<file path="src/inc/xcpt_params.svh">
`ifndef XCPT_PARAMS_SVH
`define XCPT_PARAMS_SVH
// Register map (byte addresses on the register bus)
`define OFS_CTRL 12'h000
`define OFS_STATUS 12'h004
`define OFS_INFO1_LO 12'h008
`define OFS_INFO1_HI 12'h00c
`define OFS_INFO2_LO 12'h010
`define OFS_INFO2_HI 12'h014
`define OFS_REASON 12'h018
`define OFS_PEND 12'h01c
`define OFS_EXCMASK 12'h020
// Control register fields
`define CTRL_SMM_LOCK 0
`define CTRL_MASKABLE_INTERRUPT_LINE_ICPT 1
`define CTRL_NMI_ICPT 2
`define CTRL_SMI_ICPT 3
// Exception vectors
`define VEC_DB 5'd1
`define VEC_NMI 5'd2
`define VEC_BP 5'd3
`define VEC_OF 5'd4
`define VEC_BR 5'd5
`define VEC_DF 5'd8
`define VEC_RSV9 5'd9
`define VEC_TS 5'd10
`define VEC_NP 5'd11
`define VEC_SS 5'd12
`define VEC_GP 5'd13
`define VEC_PF 5'd14
`define VEC_MF 5'd16
`define VEC_AC 5'd17
`define VEC_MC 5'd18
`define VEC_XF 5'd19
// Exit reason codes: exception reasons are base plus vector
`define RSN_EXC_BASE 12'h040
`define RSN_MASKABLE_INTERRUPT_LINE 12'h060
`define RSN_NMI 12'h061
`define RSN_SMI 12'h062
`define RSN_SHUTDOWN 12'h07f
// Breakpoint and overflow opcodes
`define OPC_BP 8'hcc
`define OPC_OF 8'hce
// Management exit word field positions
`define SMI_SRC_BIT 0
`define SMI_SEG_LSB 10
`define SMI_IO_LSB 32
`define SMI_VAL_BIT 33
`endif

</file>
<file path="src/inc/xcpt_pkg.sv">
package xcpt_pkg;
  typedef enum logic [1:0] {
    ST_IDLE = 2'b00,
    ST_WAIT = 2'b01,
    ST_EXIT = 2'b11
  } state_t;
  typedef enum logic [2:0] {
    EV_NONE = 3'd0,
    EV_EXC = 3'd1,
    EV_SWINT = 3'd2,
    EV_MASKABLE_INTERRUPT_LINE = 3'd3,
    EV_NMI = 3'd4,
    EV_SMI = 3'd5
  } ev_kind_t;
  // Event offered by the core pipeline
  typedef struct packed {
    logic valid;
    ev_kind_t kind;
    logic [4:0] vector;
    logic trap_type;
    logic single_byte_debug_trap;
    logic [7:0] opcode;
    logic [31:0] err_code;
    logic [63:0] fault_addr;
    logic [63:0] rip_cur;
    logic [63:0] rip_next;
    logic [15:0] cs_sel;
    logic side_fx_done;
    logic smi_ext;
    logic io_active;
    logic [31:0] io_info;
    logic [2:0] io_seg;
    logic exit_possible;
  } event_t;
  // Saved exit record
  typedef struct packed {
    logic [63:0] info1;
    logic [63:0] info2;
    logic [11:0] reason;
    logic [63:0] rip;
    logic [15:0] cs_sel;
  } exit_rec_t;
  typedef struct packed {
    logic [31:0] haddr;
    logic hwrite;
    logic sel;
  } ahb_cap_t;
  typedef struct packed {
    state_t st;
    event_t ev;
    exit_rec_t rec;
    ahb_cap_t cap;
    logic [31:0] hrdata;
    logic [31:0] excmask;
    logic [3:0] ctrl;
    logic exit_pulse;
    logic shutdown;
    logic ack;
    logic cr2_we;
    logic hold_pending;
    logic sti_shadow;
    logic exit_cnt_ovf;
    logic [15:0] exit_cnt;
  } state_all_t;
endpackage : xcpt_pkg

</file>
<file path="src/rtl/xcpt_intercept.sv">
// Overview of operation
// - Debug intercept: debug status/control already written; exit info undefined.
// - Fault debug saves causing pointer; trap debug saves next pointer.
// - Vector 1 from the one-byte debug trap never hits debug intercept.
// - Breakpoint trap from opcode cc saves that instruction's pointer.
// - Overflow trap from opcode ce intercepts; exit info undefined.
// - Bound-range fault intercepts; exit info undefined.
// - Double fault: pointer, exit info undefined; prior status already written.
// - Invalid task state: pointer is causing or incoming one.
// - Segment-absent, stack, alignment faults put error code in primary.
// - General protection fault puts error code in primary.
// - Page fault checked before fault address write; address in secondary.
// - Page fault primary holds protected-mode error code, even paged real.
// - Machine check exits when possible, else shuts down.
// - SIMD fault checked after SIMD status update.
// - Intercepted external interrupt exits and stays pending.
// - Exception bits never match external or software interrupts.
// - NMI and management interrupts held one instruction after flag set.
// - Primary bit 0 gives management interrupt source, 1 external.
// - Management interrupt during I/O sets valid, I/O detail, pointer.
// - Management exit word fields sit at fixed positions; reserved zero.
// - Management interrupt intercept ignored while lock bit set.
// - Exit reason encodes the exception vector recoverably.
`include "xcpt_params.svh"
module xcpt_intercept (
  input wire logic SYS_CLK_I,
  input wire logic ARST_N_I,
  input wire xcpt_pkg::event_t EVENT_I,
  input wire logic INSTR_RETIRE_I,
  input wire logic STI_RETIRE_I,
  output logic EVENT_ACK_O,
  output logic GUEST_EXIT_O,
  output logic SHUTDOWN_O,
  output logic FAULT_ADDR_WE_O,
  output logic MASKABLE_INTERRUPT_LINE_PENDING_O,
  output xcpt_pkg::exit_rec_t EXIT_REC_O,
  input wire logic HSEL,
  input wire logic [31:0] HADDR,
  input wire logic [1:0] HTRANS,
  input wire logic HWRITE,
  input wire logic [2:0] HSIZE,
  input wire logic [31:0] HWDATA,
  input wire logic HREADY,
  output logic [31:0] HRDATA,
  output logic HREADYOUT,
  output logic HRESP
);
  import xcpt_pkg::*;

  state_all_t q, d;

  // Exception intercept match; only true exceptions look at the mask
  function automatic logic exc_hit(input event_t e, input logic [31:0] m);
    logic hit;
    hit = 1'b0;
    if (e.kind == EV_EXC) begin
      hit = m[e.vector];
      if (e.vector == `VEC_DB && e.single_byte_debug_trap)
        hit = 1'b0;
      if (e.vector == `VEC_BP && e.opcode != `OPC_BP)
        hit = 1'b0;
      if (e.vector == `VEC_OF && e.opcode != `OPC_OF)
        hit = 1'b0;
      // Unimplemented bits: treat as never matching
      if (e.vector == `VEC_NMI || e.vector == `VEC_RSV9)
        hit = 1'b0;
    end
    return hit;
  endfunction : exc_hit

  // Vectors that must finish their architectural side effects first
  function automatic logic needs_fx(input logic [4:0] v);
    return v == `VEC_DB || v == `VEC_DF || v == `VEC_MF ||
           v == `VEC_MC || v == `VEC_XF;
  endfunction : needs_fx

  // Build the exit record for a matched exception
  function automatic exit_rec_t exc_rec(input event_t e);
    exit_rec_t r;
    r = '0;
    r.reason = `RSN_EXC_BASE | {7'h00, e.vector};
    r.cs_sel = e.cs_sel;
    r.rip = e.rip_cur;
    case (e.vector)
      `VEC_DB: begin
        // Trap form points past the causing instruction
        r.rip = e.trap_type ? e.rip_next : e.rip_cur;
      end
      `VEC_BP, `VEC_OF, `VEC_BR: begin
        r.rip = e.rip_cur;
      end
      `VEC_DF, `VEC_TS: begin
        r.rip = e.rip_cur;
      end
      `VEC_NP, `VEC_SS, `VEC_AC, `VEC_GP: begin
        r.info1 = {32'h0, e.err_code};
      end
      `VEC_PF: begin
        r.info1 = {32'h0, e.err_code};
        r.info2 = e.fault_addr;
      end
      default: begin
        r.info1 = '0;
      end
    endcase
    return r;
  endfunction : exc_rec

  // Management interrupt exit word
  function automatic exit_rec_t smi_rec(input event_t e);
    exit_rec_t r;
    r = '0;
    r.reason = `RSN_SMI;
    r.cs_sel = e.cs_sel;
    r.rip = e.rip_cur;
    r.info1[`SMI_SRC_BIT] = e.smi_ext;
    if (e.io_active) begin
      r.info1[`SMI_IO_LSB +: 32] = e.io_info & 32'hffff_fbff;
      r.info1[`SMI_VAL_BIT] = 1'b1;
      r.info1[`SMI_SEG_LSB +: 3] = e.io_seg;
      r.info2 = e.rip_cur;
    end
    return r;
  endfunction : smi_rec

  // Next-state logic for intercept decision and register slave
  always_comb begin
    d = q;
    d.exit_pulse = 1'b0;
    d.ack = 1'b0;
    d.cr2_we = 1'b0;
    // Interrupt-flag set opens a one-instruction shadow
    if (STI_RETIRE_I)
      d.sti_shadow = 1'b1;
    else if (INSTR_RETIRE_I)
      d.sti_shadow = 1'b0;
    // Register writes come first, so a flag set below in the same cycle wins
    if (q.cap.sel && q.cap.hwrite) begin
      case (q.cap.haddr[11:0])
        `OFS_CTRL: d.ctrl = HWDATA[3:0];
        `OFS_EXCMASK: d.excmask = HWDATA;
        `OFS_STATUS: begin
          if (HWDATA[1])
            d.hold_pending = 1'b0; // Releases the held interrupt
          if (HWDATA[2])
            d.shutdown = 1'b0;
        end
        default: d.ctrl = d.ctrl;
      endcase
    end
    // Pending interrupt is released only when software clears it
    case (q.st)
      ST_IDLE: begin
        // A request still up while its ack shows is the old one, not a new one
        if (EVENT_I.valid && !q.ack) begin
          d.ev = EVENT_I;
          d.st = ST_WAIT;
        end
      end
      ST_WAIT: begin
        d.st = ST_IDLE;
        d.ack = 1'b1;
        case (q.ev.kind)
          EV_EXC: begin
            if (exc_hit(q.ev, q.excmask)) begin
              if (!needs_fx(q.ev.vector) || q.ev.side_fx_done) begin
                d.rec = exc_rec(q.ev);
                d.st = ST_EXIT;
                if (q.ev.vector == `VEC_MC && !q.ev.exit_possible) begin
                  d.shutdown = 1'b1;
                  d.rec.reason = `RSN_SHUTDOWN;
                end
              end else begin
                d.st = ST_WAIT; // Wait for status writes
                d.ack = 1'b0;
                d.ev.side_fx_done = EVENT_I.side_fx_done;
              end
            end else if (q.ev.vector == `VEC_PF) begin
              d.cr2_we = 1'b1;
            end
          end
          EV_MASKABLE_INTERRUPT_LINE: begin
            if (q.ctrl[`CTRL_MASKABLE_INTERRUPT_LINE_ICPT]) begin
              d.rec = '0;
              d.rec.reason = `RSN_MASKABLE_INTERRUPT_LINE;
              d.rec.rip = q.ev.rip_cur;
              d.hold_pending = 1'b1;
              d.st = ST_EXIT;
            end
          end
          EV_NMI, EV_SMI: begin
            if (q.sti_shadow) begin
              d.st = ST_WAIT;
              d.ack = 1'b0;
            end else if (q.ev.kind == EV_NMI && q.ctrl[`CTRL_NMI_ICPT]) begin
              d.rec = '0;
              d.rec.reason = `RSN_NMI;
              d.rec.rip = q.ev.rip_cur;
              d.st = ST_EXIT;
            end else if (q.ev.kind == EV_SMI && q.ctrl[`CTRL_SMI_ICPT] &&
                         !q.ctrl[`CTRL_SMM_LOCK]) begin
              d.rec = smi_rec(q.ev);
              d.st = ST_EXIT;
            end
          end
          default: begin
            d.st = ST_IDLE; // Software interrupts never match
          end
        endcase
      end
      ST_EXIT: begin
        d.exit_pulse = 1'b1;
        d.st = ST_IDLE;
        if (q.exit_cnt == 16'hffff)
          d.exit_cnt_ovf = 1'b1;
        d.exit_cnt = q.exit_cnt + 16'h0001;
      end
      default: begin
        d.st = ST_IDLE;
      end
    endcase

    // Bus slave: answers in the data phase with no wait states
    d.hrdata = '0;
    if (HSEL && HREADY && HTRANS[1]) begin
      d.cap.sel = 1'b1;
      d.cap.hwrite = HWRITE;
      d.cap.haddr = HADDR;
      if (!HWRITE) begin
        case (HADDR[11:0])
          `OFS_CTRL: d.hrdata = {28'h0, q.ctrl};
          `OFS_STATUS: d.hrdata = {q.exit_cnt, 12'h0, q.exit_cnt_ovf,
                                   q.shutdown, q.hold_pending,
                                   q.st != ST_IDLE};
          `OFS_INFO1_LO: d.hrdata = q.rec.info1[31:0];
          `OFS_INFO1_HI: d.hrdata = q.rec.info1[63:32];
          `OFS_INFO2_LO: d.hrdata = q.rec.info2[31:0];
          `OFS_INFO2_HI: d.hrdata = q.rec.info2[63:32];
          `OFS_REASON: d.hrdata = {20'h0, q.rec.reason};
          `OFS_PEND: d.hrdata = {16'h0, q.rec.cs_sel};
          `OFS_EXCMASK: d.hrdata = q.excmask;
          default: d.hrdata = '0; // Unmapped reads as zero
        endcase
      end
    end else if (HREADY) begin
      d.cap.sel = 1'b0;
    end
  end

  // State register
  always_ff @(posedge SYS_CLK_I or negedge ARST_N_I) begin
    if (!ARST_N_I)
      q <= '0;
    else
      q <= d;
  end

  // Ports come straight from state flops, except HREADYOUT and HRESP, which are tied off
  assign EVENT_ACK_O = q.ack;
  assign GUEST_EXIT_O = q.exit_pulse;
  assign SHUTDOWN_O = q.shutdown;
  assign FAULT_ADDR_WE_O = q.cr2_we;
  assign MASKABLE_INTERRUPT_LINE_PENDING_O = q.hold_pending;
  assign EXIT_REC_O = q.rec;
  assign HRDATA = q.hrdata;
  assign HREADYOUT = 1'b1;
  assign HRESP = 1'b0;
endmodule : xcpt_intercept

</file>
<file path="config.mk">
export PLATFORM = sky130hd
export DESIGN_NAME = xcpt_intercept
export DESIGN_NICKNAME = d
export VERILOG_FILES = /design/src/inc/xcpt_pkg.sv /design/src/rtl/xcpt_intercept.sv
export VERILOG_INCLUDE_DIRS = /design/src /design/src/inc
export SDC_FILE = /design/constraint.sdc
export NUM_CORES = 1
export LEC_CHECK = 0
export CORE_MARGIN = 10
export CORE_UTILIZATION = 45
export CTS_CLUSTER_SIZE = 14
export DETAILED_ROUTE_END_ITERATION = 16
export DONT_BUFFER_PORTS = 1
export MAX_ROUTING_LAYER = met4
export PLACE_DENSITY_LB_ADDON = 0.2
export REMOVE_ABC_BUFFERS = 1
export SLEW_MARGIN = 20
export SYNTH_ARGS = -nofsm -noshare
export SYNTH_HDL_FRONTEND = slang
export SYNTH_SLANG_ARGS = --single-unit
</file>
<file path="constraint.sdc">
create_clock -name SYS_CLK_I -period 6.5 [get_ports SYS_CLK_I]
set_input_delay 0.325 -clock SYS_CLK_I [delete_from_list [all_inputs] [get_ports SYS_CLK_I]]
set_output_delay 0.325 -clock SYS_CLK_I [all_outputs]
set_load 0.03 [all_outputs]
</file>
# Word-level counts from Yosys, hierarchy flattened
# Cells that the tools add are included.
# word_totals
wordCells	181
regBits	625
input_bits	374
output_inout_bits	259
# classes
addsub	1
n_lt_le_gt_ge	1
eq_ne	42
reduce_logical	37
n_mux	63
# ops
cell	count
2-to-1 mux 220 bit	6
one-hot mux 220 bit (3 select lines)	1
2-to-1 mux 300 bit	1
one-hot mux 32 bit (9 select lines)	1
2-to-1 mux 64 bit	4
2-to-1 mux 32 bit	4
== test 12 x 5 -> 1 bit, second input constant	4
2-to-1 mux 1 bit	31
== test 5 x 4 -> 1 bit, second input constant	6
== test 12 x 3 -> 1 bit, second input constant	2
== test 12 x 4 -> 1 bit, second input constant	2
== test 12 x 6 -> 1 bit, second input constant	2
logical NOT 12 bit	2
== test 5 bit, second input constant	4
adder 16 x 1 -> 16 bit, second input constant	1
== test 16 bit, second input constant	1
!= test 8 bit, second input constant	2
2-to-1 mux 2 bit	7
!= test 2 bit, second input constant	6
logical AND 1 bit	11
== test 5 x 2 -> 1 bit, second input constant	2
AND reduction 2 bit	4
nonzero test 2 bit	4
AND reduction 7 bit	1
other kinds (24)	35

# Logic depth before layout (Yosys ltp)
# Gate-level depths: netlist of the first run.
# logic_depth
word_depth	11
ltp_mapped	10
mapped_depth_nobuf	6

# Worst setup path before layout of the first run
# Ideal clock, no wire load.
# synth_timing
path_type	reg2reg
from	register q[634] in the netlist's numbering
to	register q (netlist bit EXIT_REC_O[145])
setup_slack_ns	4.025
required_time_ns	6.375
arrival_time_ns	2.350
synth_period_minus_slack_ns	2.475
setup_ns	0.125
n_path_buf	3
stages_incl_launch_ff	10
path_cell_list	dfrtp_1 -> buf_4 -> mux4_2 -> nand2b_1 -> a31oi_1 -> a2111oi_4 -> o2bb2ai_4 -> buf_12 -> buf_8 -> mux2_4
# synth_between
elab_chain_len	10
word_cells_on_any_way	35
cone_classes	12 x eq/ne; 12 x mux; 11 x reduce/logical
# synth_rtl
item	line	source
start: declaration	xcpt_intercept.sv:50	state_all_t q, d;
start signal: assignment	xcpt_intercept.sv:253	q <= '0;
start signal: assignment	xcpt_intercept.sv:255	q <= d;
binary-select mux 1 bit (select 5 bit) or == test 5 x 1 -> 1 bit (tied branches)	--	
2-to-1 mux 1 bit (not written as such) or logical AND 1 bit (tied branches)	xcpt_intercept.sv:57, xcpt_intercept.sv:58	
2-to-1 mux 1 bit	xcpt_intercept.sv:58	if (e.vector == `VEC_DB && e.single_byte_debug_trap)
2-to-1 mux 1 bit	xcpt_intercept.sv:60	if (e.vector == `VEC_BP && e.opcode != `OPC_BP)
2-to-1 mux 1 bit	xcpt_intercept.sv:62	if (e.vector == `VEC_OF && e.opcode != `OPC_OF)
2-to-1 mux 1 bit	xcpt_intercept.sv:65	if (e.vector == `VEC_NMI || e.vector == `VEC_RSV9)
2-to-1 mux 1 bit	xcpt_intercept.sv:163	case (q.ev.kind)
2-to-1 mux 1 bit	xcpt_intercept.sv:152	case (q.st)
!= test 2 x 1 -> 1 bit (no line)	--	
AND reduction 7 bit (no line)	--	
# Parallel ways exist; a longest one is shown, timed or not. The select of a mux whose other input is x is not followed.
# A chain may end at the register's enable or synchronous reset.

# Final worst setup path of the first run
# layout_timing
from	register q[635] in the netlist's numbering
to	register q (netlist bit EXIT_REC_O[166])
# The elaborated chain is that of the path after synthesis.

==> results of run 1 <==
==> what timing repair did <==
| item | CTS | global route |
|---|---|---|
| hold buffers | 344 | 2 |
| hold endpoints to repair | 969 | 359 |
| endpoints found under the setup margin | 0 | 0 |
==> area by class of cell <==
cell class / count / share of cell area, %
antenna: 12 / 0.0890
clock buffer: 106 / 6.46
clock inverter: 19 / 0.916
inverter: 86 / 0.957
multi-input combinational: 1145 / 31.6
sequential: 616 / 45.7
tap: 846 / 3.14
timing repair buffer: 365 / 11.1
==> kinds of logic after synthesis <==
family,count (synthesis)
DFF,616
AOI/OAI and AO/OA,226
buffers and inverters,465
xor gates and xnor gates,15
adders and majority gates,1
other,2
and+or+nand+nor,249
muxes,646
==> final timing paths <==
| path | start | end | slack, ps | cells after the start |
|---|---|---|---|---|
| worst max register to register | q[635] | EXIT_REC_O[166] | 2960 | 8 |
| min in group asynchronous | ARST_N_I | q[510] | 360 | 2 |
| max in group asynchronous | ARST_N_I | q[481] | 4130 | 4 |
| worst min-delay path | HADDR[2] | HRDATA[6] | 60 | 4 |
| worst min register to register | q[96] | q[96] | 500 | 2 |
| worst max-delay path | q[635] | EXIT_REC_O[166] | 2960 | 8 |
==> metrics by stage <==
step,power [mW],std cells
after floorplan,10.5,1847
after global placement,11.6,2708
after detailed placement,11.8,2708
after CTS,16.2,3177
after global routing,17.0,3195
final,16.2,3195
==> registers in the layout, summed over array words and instances (netlist names) <==
register	count
EVENT_ACK_O	1
EXIT_REC_O	214
FAULT_ADDR_WE_O	1
GUEST_EXIT_O	1
HRDATA	32
MASKABLE_INTERRUPT_LINE_PENDING_O	1
SHUTDOWN_O	1
q	365
==> synthesized netlist by cell type, drive strengths merged (3+ instances only) <==
master,number
nor2b,8
nor3b,5
xnor2,12
and3,6
mux2,547
buf,306
a222oi,27
or2,3
a21oi,30
xor2,3
a32oi,3
mux4,6
dfrtp,616
a22oi,24
nor4,6
nand3b,4
and2,3
mux2i,93
clkbuf,73
o21ai,42
o2bb2ai,3
inv,86
nor2,21
or4,3
nand4,7
nand4b,3
nand2,131
nand2b,8
nor3,14
a31oi,9
a22o,68
nand3,21
==> tightest hold or removal path, cell delays in order <==
cell      delay [ps]
nand2_1           40
o21ai_0           70
a222oi_1          70
nor2_1            80
==> report_power, final <==
part / internal [mW] / total [mW] / switching [mW]
registers: 5.31 / 7.62 / 2.31
clock network: 2.60 / 4.23 / 1.63
logic: 2.45 / 4.34 / 1.89
total: 10.4 / 16.2 / 5.84
==> layer usage <==
metal	wire (um)	share of wire [%]	vias up
met5	0	0	-
met4	2830	3.2	0
met3	6160	6.9	158
met2	43700	49	571
met1	36200	41	9097
li1	-	-	7716
==> flow_metrics.env, run 1 <==
export IMPL_wire_per_inst_um=27.8
export IMPL_synth_top_area_share_pct=53.2
export IMPL_grt_pass1_vias=18800
export IMPL_yosysUniqueCellTypes=68
export IMPL_drtPass1Iterations=5
export IMPL_worst_path_largest_cell_delay_ps=660
export IMPL_layout_common_cells="dfrtp_1, mux2_2, dlygate4sd3_1, nand2_1, mux2i_1"
export IMPL_regArea_um2=15400
export IMPL_synth_adder_area_share_pct=0.0432
export IMPL_path_clk_slew_ps=60
export IMPL_synth_edf_count=0
export IMPL_crit_chain="buf_4 -> mux4_2 -> nand2b_1 -> a31oi_1 -> a2111oi_4 -> o2bb2ai_4 -> buf_12 -> mux2_2"
export IMPL_cts_resized=0
export IMPL_path_class="register to register"
export IMPL_cts_htree_levels=3
export IMPL_num_fill_cells=5259
export IMPL_grt_met2_usage_pct=37.8
export IMPL_multi_input_comb_area_um2=10700
export IMPL_critPathMaxFanout=117
export IMPL_status="finished, final reports clean"
export IMPL_port_buffers=0
export IMPL_gp_congestion=0.821
export IMPL_synth_xor_area_share_pct=0.454
export IMPL_netlist_area_um2=28900
export IMPL_worstSkewPairLatency_ps=610
export IMPL_cpMaxStageDelayCell="a2111oi_4"
export IMPL_num_rows=92
export IMPL_synth_area_leaders="dfrtp_1, mux2_2, buf_4"
export IMPL_synth_area_leader_cell="dfrtp_1"
export IMPL_cp_top_family="compound AO/OA/AOI/OAI gates"
export IMPL_die_h_um=274
export IMPL_min_path_type="input port to register"
export IMPL_fin_nets=2658
export IMPL_via_count=17500
export IMPL_setup_viol=0
export IMPL_seq_area_frac_synth_pct=53.2
export IMPL_synthArstFlopShare_pct=100
export IMPL_grtUsageMet3_pct=6.09
export IMPL_drive_gt1_share_pct=30.4
export IMPL_cts_buffers=69
export IMPL_die_w_um=274
export IMPL_numClockSinks=616
export IMPL_syn_avg_cell_area_um2=13.0
export IMPL_finalCriticalPeriod_ps=3540
export IMPL_ant_nets=0
export IMPL_synth_compound_area_share_pct=6.00
export IMPL_drt_iter0_markers=1365
export IMPL_ys_ff_latch=616
export IMPL_coreArea_um2=63400
export IMPL_postLayoutCoreUtil_pct=53.2
export IMPL_fin_setup_tns_ps=0
export IMPL_worst_slew_pin_slew_ps=1320
export IMPL_cts_setup_buffers=0
export IMPL_fin_ws_ps=2960
export IMPL_vias_per_cell=5.49
export IMPL_power_leakage_nw=14.1
export IMPL_whs_ps=59.8
export IMPL_wirelength_um=88900
export IMPL_max_cap_viol_count=0
export IMPL_fp_dieArea_um2=74900
export IMPL_clock_skew_ps=24.5
export IMPL_drv_slew=0
export IMPL_fmax_mhz=283
export IMPL_final_common_cell="dfrtp_1"
export IMPL_synthMuxAreaShare_pct=25.9
export IMPL_globalRouteOverflowTotal=0
export IMPL_rsz0062_at_grt="false"
export IMPL_post_route_period_util_pct=54.4
export IMPL_boundaryPins=633
export IMPL_grt_util_all_layers_pct=23.7
export IMPL_start_kind="register"
export IMPL_design_area_um2=33700
export IMPL_relSlewSlack_pct=12.3
export IMPL_use_met1_pct=29.0
export IMPL_power_density_nw_per_um2=480
export IMPL_post_place_ws_ps=3000
export IMPL_cp_required_ps=6990
export IMPL_dp_hpwl_um=59600
export IMPL_syn_inst=2220
export IMPL_cts_tree="yes"
export IMPL_yosys_area_share_simple_pct=4.15
export IMPL_crit_buf_inv=2
export IMPL_crit_arrival_ps=4030
export IMPL_drc=0
export IMPL_yosysWarningCount=0
export IMPL_grt_pass1_wl_um=129000
export IMPL_cp_end_kind="register"
export IMPL_area_growth_pct=16.5
export IMPL_placed_cell_area_um2=27600
export IMPL_antenna_found_initial=13
export IMPL_busiest_layer="met2"
export IMPL_vdd_ir_drop_max_uv=317
export IMPL_cts_root_buf="clkbuf_16"
export IMPL_clockBufferDepth=3
export IMPL_grt_max_degree=617
export IMPL_finalHoldViolCount=0
export IMPL_synth_top_family_by_area="multiplexers"
export IMPL_start_util_pct=45.6
export IMPL_synth_main_ff_cell="dfrtp_1"
Note: power is estimated with default switching activity, not from simulation.
==> run 2: changes to the inputs <==
clock period = 3.01 ns   (was 6.5 ns; I/O delays follow)
==> run 2 against run 1 <==
Worst setup slack worse by 2800 ps. The flow now finishes with violations (hold timing, slew limit). Clock power up 100%. Critical path depth unchanged. Hold slack lost 790 ps. Flip-flop and latch count unchanged. Sequential power is 120% higher. Clock-buffer cell count decreased by 2. Non-clock buffer count is 55 higher. Largest power group unchanged. Core utilization is 0.72 points higher. Cell area is 1.3% higher. Global-route usage rose by 0.35 points. First-iteration DRC count is 10% higher. Critical endpoint is now HRDATA[3].
==> flow_metrics.env, run 2 (synthesis results as in run 1) <==
export IMPL_status="finished, violations left"
export IMPL_violations="hold timing, slew limit"
export IMPL_finalHoldViolCount=590
export IMPL_rsz0062_at_grt="false"
export IMPL_final_common_cell="dfrtp_1"
export IMPL_numClockSinks=616
export IMPL_grt_pass1_wl_um=131000
export IMPL_cts_setup_buffers=0
export IMPL_worst_slew_pin_slew_ps=3220
export IMPL_cts_buffers=69
export IMPL_placed_cell_area_um2=28300
export IMPL_num_rows=92
export IMPL_grt_max_degree=617
export IMPL_setup_viol=0
export IMPL_coreArea_um2=63400
export IMPL_clockBufferDepth=3
export IMPL_post_place_ws_ps=124
export IMPL_drive_gt1_share_pct=31.5
export IMPL_design_area_um2=34200
export IMPL_cts_tree="yes"
export IMPL_clock_skew_ps=30.1
export IMPL_port_buffers=0
export IMPL_drt_iter0_markers=1504
export IMPL_fin_setup_tns_ps=0
export IMPL_hold_buffers=353
export IMPL_finalCriticalPeriod_ps=2880
export IMPL_area_growth_pct=18.1
export IMPL_cp_required_ps=3530
export IMPL_worstSkewPairLatency_ps=610
export IMPL_finalPower_mw=35.0
export IMPL_post_route_period_util_pct=95.8
export IMPL_wirelength_um=90000
export IMPL_start_kind="input port"
export IMPL_cp_end_kind="register"
export IMPL_power_density_nw_per_um2=1020
export IMPL_fin_ws_ps=128
export IMPL_grt_util_all_layers_pct=24.1
export IMPL_die_w_um=274
export IMPL_grt_pass1_vias=19200
export IMPL_crit_arrival_ps=3400
export IMPL_layout_common_cells="dfrtp_1, mux2_2, dlygate4sd3_1, nand2_1, mux2i_1"
export IMPL_power_leakage_nw=14.4
export IMPL_num_fill_cells=5220
export IMPL_vdd_ir_drop_max_uv=606
export IMPL_fin_nets=2713
export IMPL_drc=0
export IMPL_cts_root_buf="clkbuf_16"
export IMPL_ant_nets=0
export IMPL_path_class="input port to register"
export IMPL_relSlewSlack_pct=-114
export IMPL_start_util_pct=45.6
export IMPL_postLayoutCoreUtil_pct=53.9
export IMPL_drv_slew=442
export IMPL_largest_reg_flops=365
export IMPL_fmax_mhz=347
export IMPL_path_clk_slew_ps=60
export IMPL_dp_hpwl_um=62900
export IMPL_wire_per_inst_um=27.7
export IMPL_min_path_type="input port to async pin"
export IMPL_cts_htree_levels=3
export IMPL_die_h_um=274
export IMPL_drtPass1Iterations=6
export IMPL_vias_per_cell=5.49
export IMPL_critPathMaxFanout=13
export IMPL_max_cap_viol_count=0
export IMPL_gp_congestion=0.846
export IMPL_whs_ps=-732
export IMPL_antenna_found_initial=13
export IMPL_cts_resized=0
export IMPL_globalRouteOverflowTotal=0
export IMPL_boundaryPins=633
export IMPL_fp_dieArea_um2=74900
export IMPL_via_count=17800
export IMPL_top_register="q"
## run 2: layout make-up
class,instances,area [um^2],area share [%]
flip-flops and latches,616,15400,45.1
multi-input cells,1145,10700,31.2
repair buffers,420,4390,12.8
clock buffers,104,2100,6.15
well taps,846,1060,3.10
inverters,86,323,0.944
clock inverters,18,201,0.589
diodes,13,32.5,0.0952
## run 2: report_power, final
| group | internal, mW | switching [mW] | leakage (nW) |
|---|---|---|---|
| Sequential | 11.5 | 5.10 | 7.63 |
| Combinational | 5.78 | 4.06 | 5.59 |
| Clock | 5.09 | 3.47 | 1.14 |
| Total | 22.3 | 12.6 | 14.4 |
## run 2: final timing paths
| check | from | endpoint | slack (ps) | depth (start not counted) |
|---|---|---|---|---|
| hold reg to reg | q[437] | q[437] | 500 | 1 |
| setup / recovery | HADDR[3] | HRDATA[3] | 130 | 8 |
| hold / removal | ARST_N_I | q[438] | -730 | 0 |
| setup reg to reg | q[628] | EXIT_REC_O[70] | 180 | 8 |
| max in group asynchronous | ARST_N_I | q[400] | 1220 | 0 |
| min in group SYS_CLK_I | HADDR[2] | HRDATA[5] | 50 | 3 |
## run 2: critical path, cell delays in order
cell	delay, ps
dlygate4sd3_1	1160
inv_1	280
nor2_1	350
and2_1	440
o2bb2ai_1	160
a31oi_1	110
a31oi_1	190
dlygate4sd3_1	550
## run 2: per-layer routing
| metal | vias up | global-route usage [%] | wire [um] |
|---|---|---|---|
| met5 | - | - | 0 |
| met4 | 0 | 8.36 | 2610 |
| met3 | 130 | 5.83 | 6160 |
| met2 | 549 | 38.8 | 44400 |
| met1 | 9327 | 29.1 | 36800 |
| li1 | 7831 | - | - |
## run 2: per-stage QoR
step           hold WS, ps  cells
2_1_floorplan         -145   1847
6_report              -732   3248
3_5_place_dp          -128   2760
5_1_grt               -757   3247
4_1_cts               -773   3235
3_3_place_gp          -127   2760
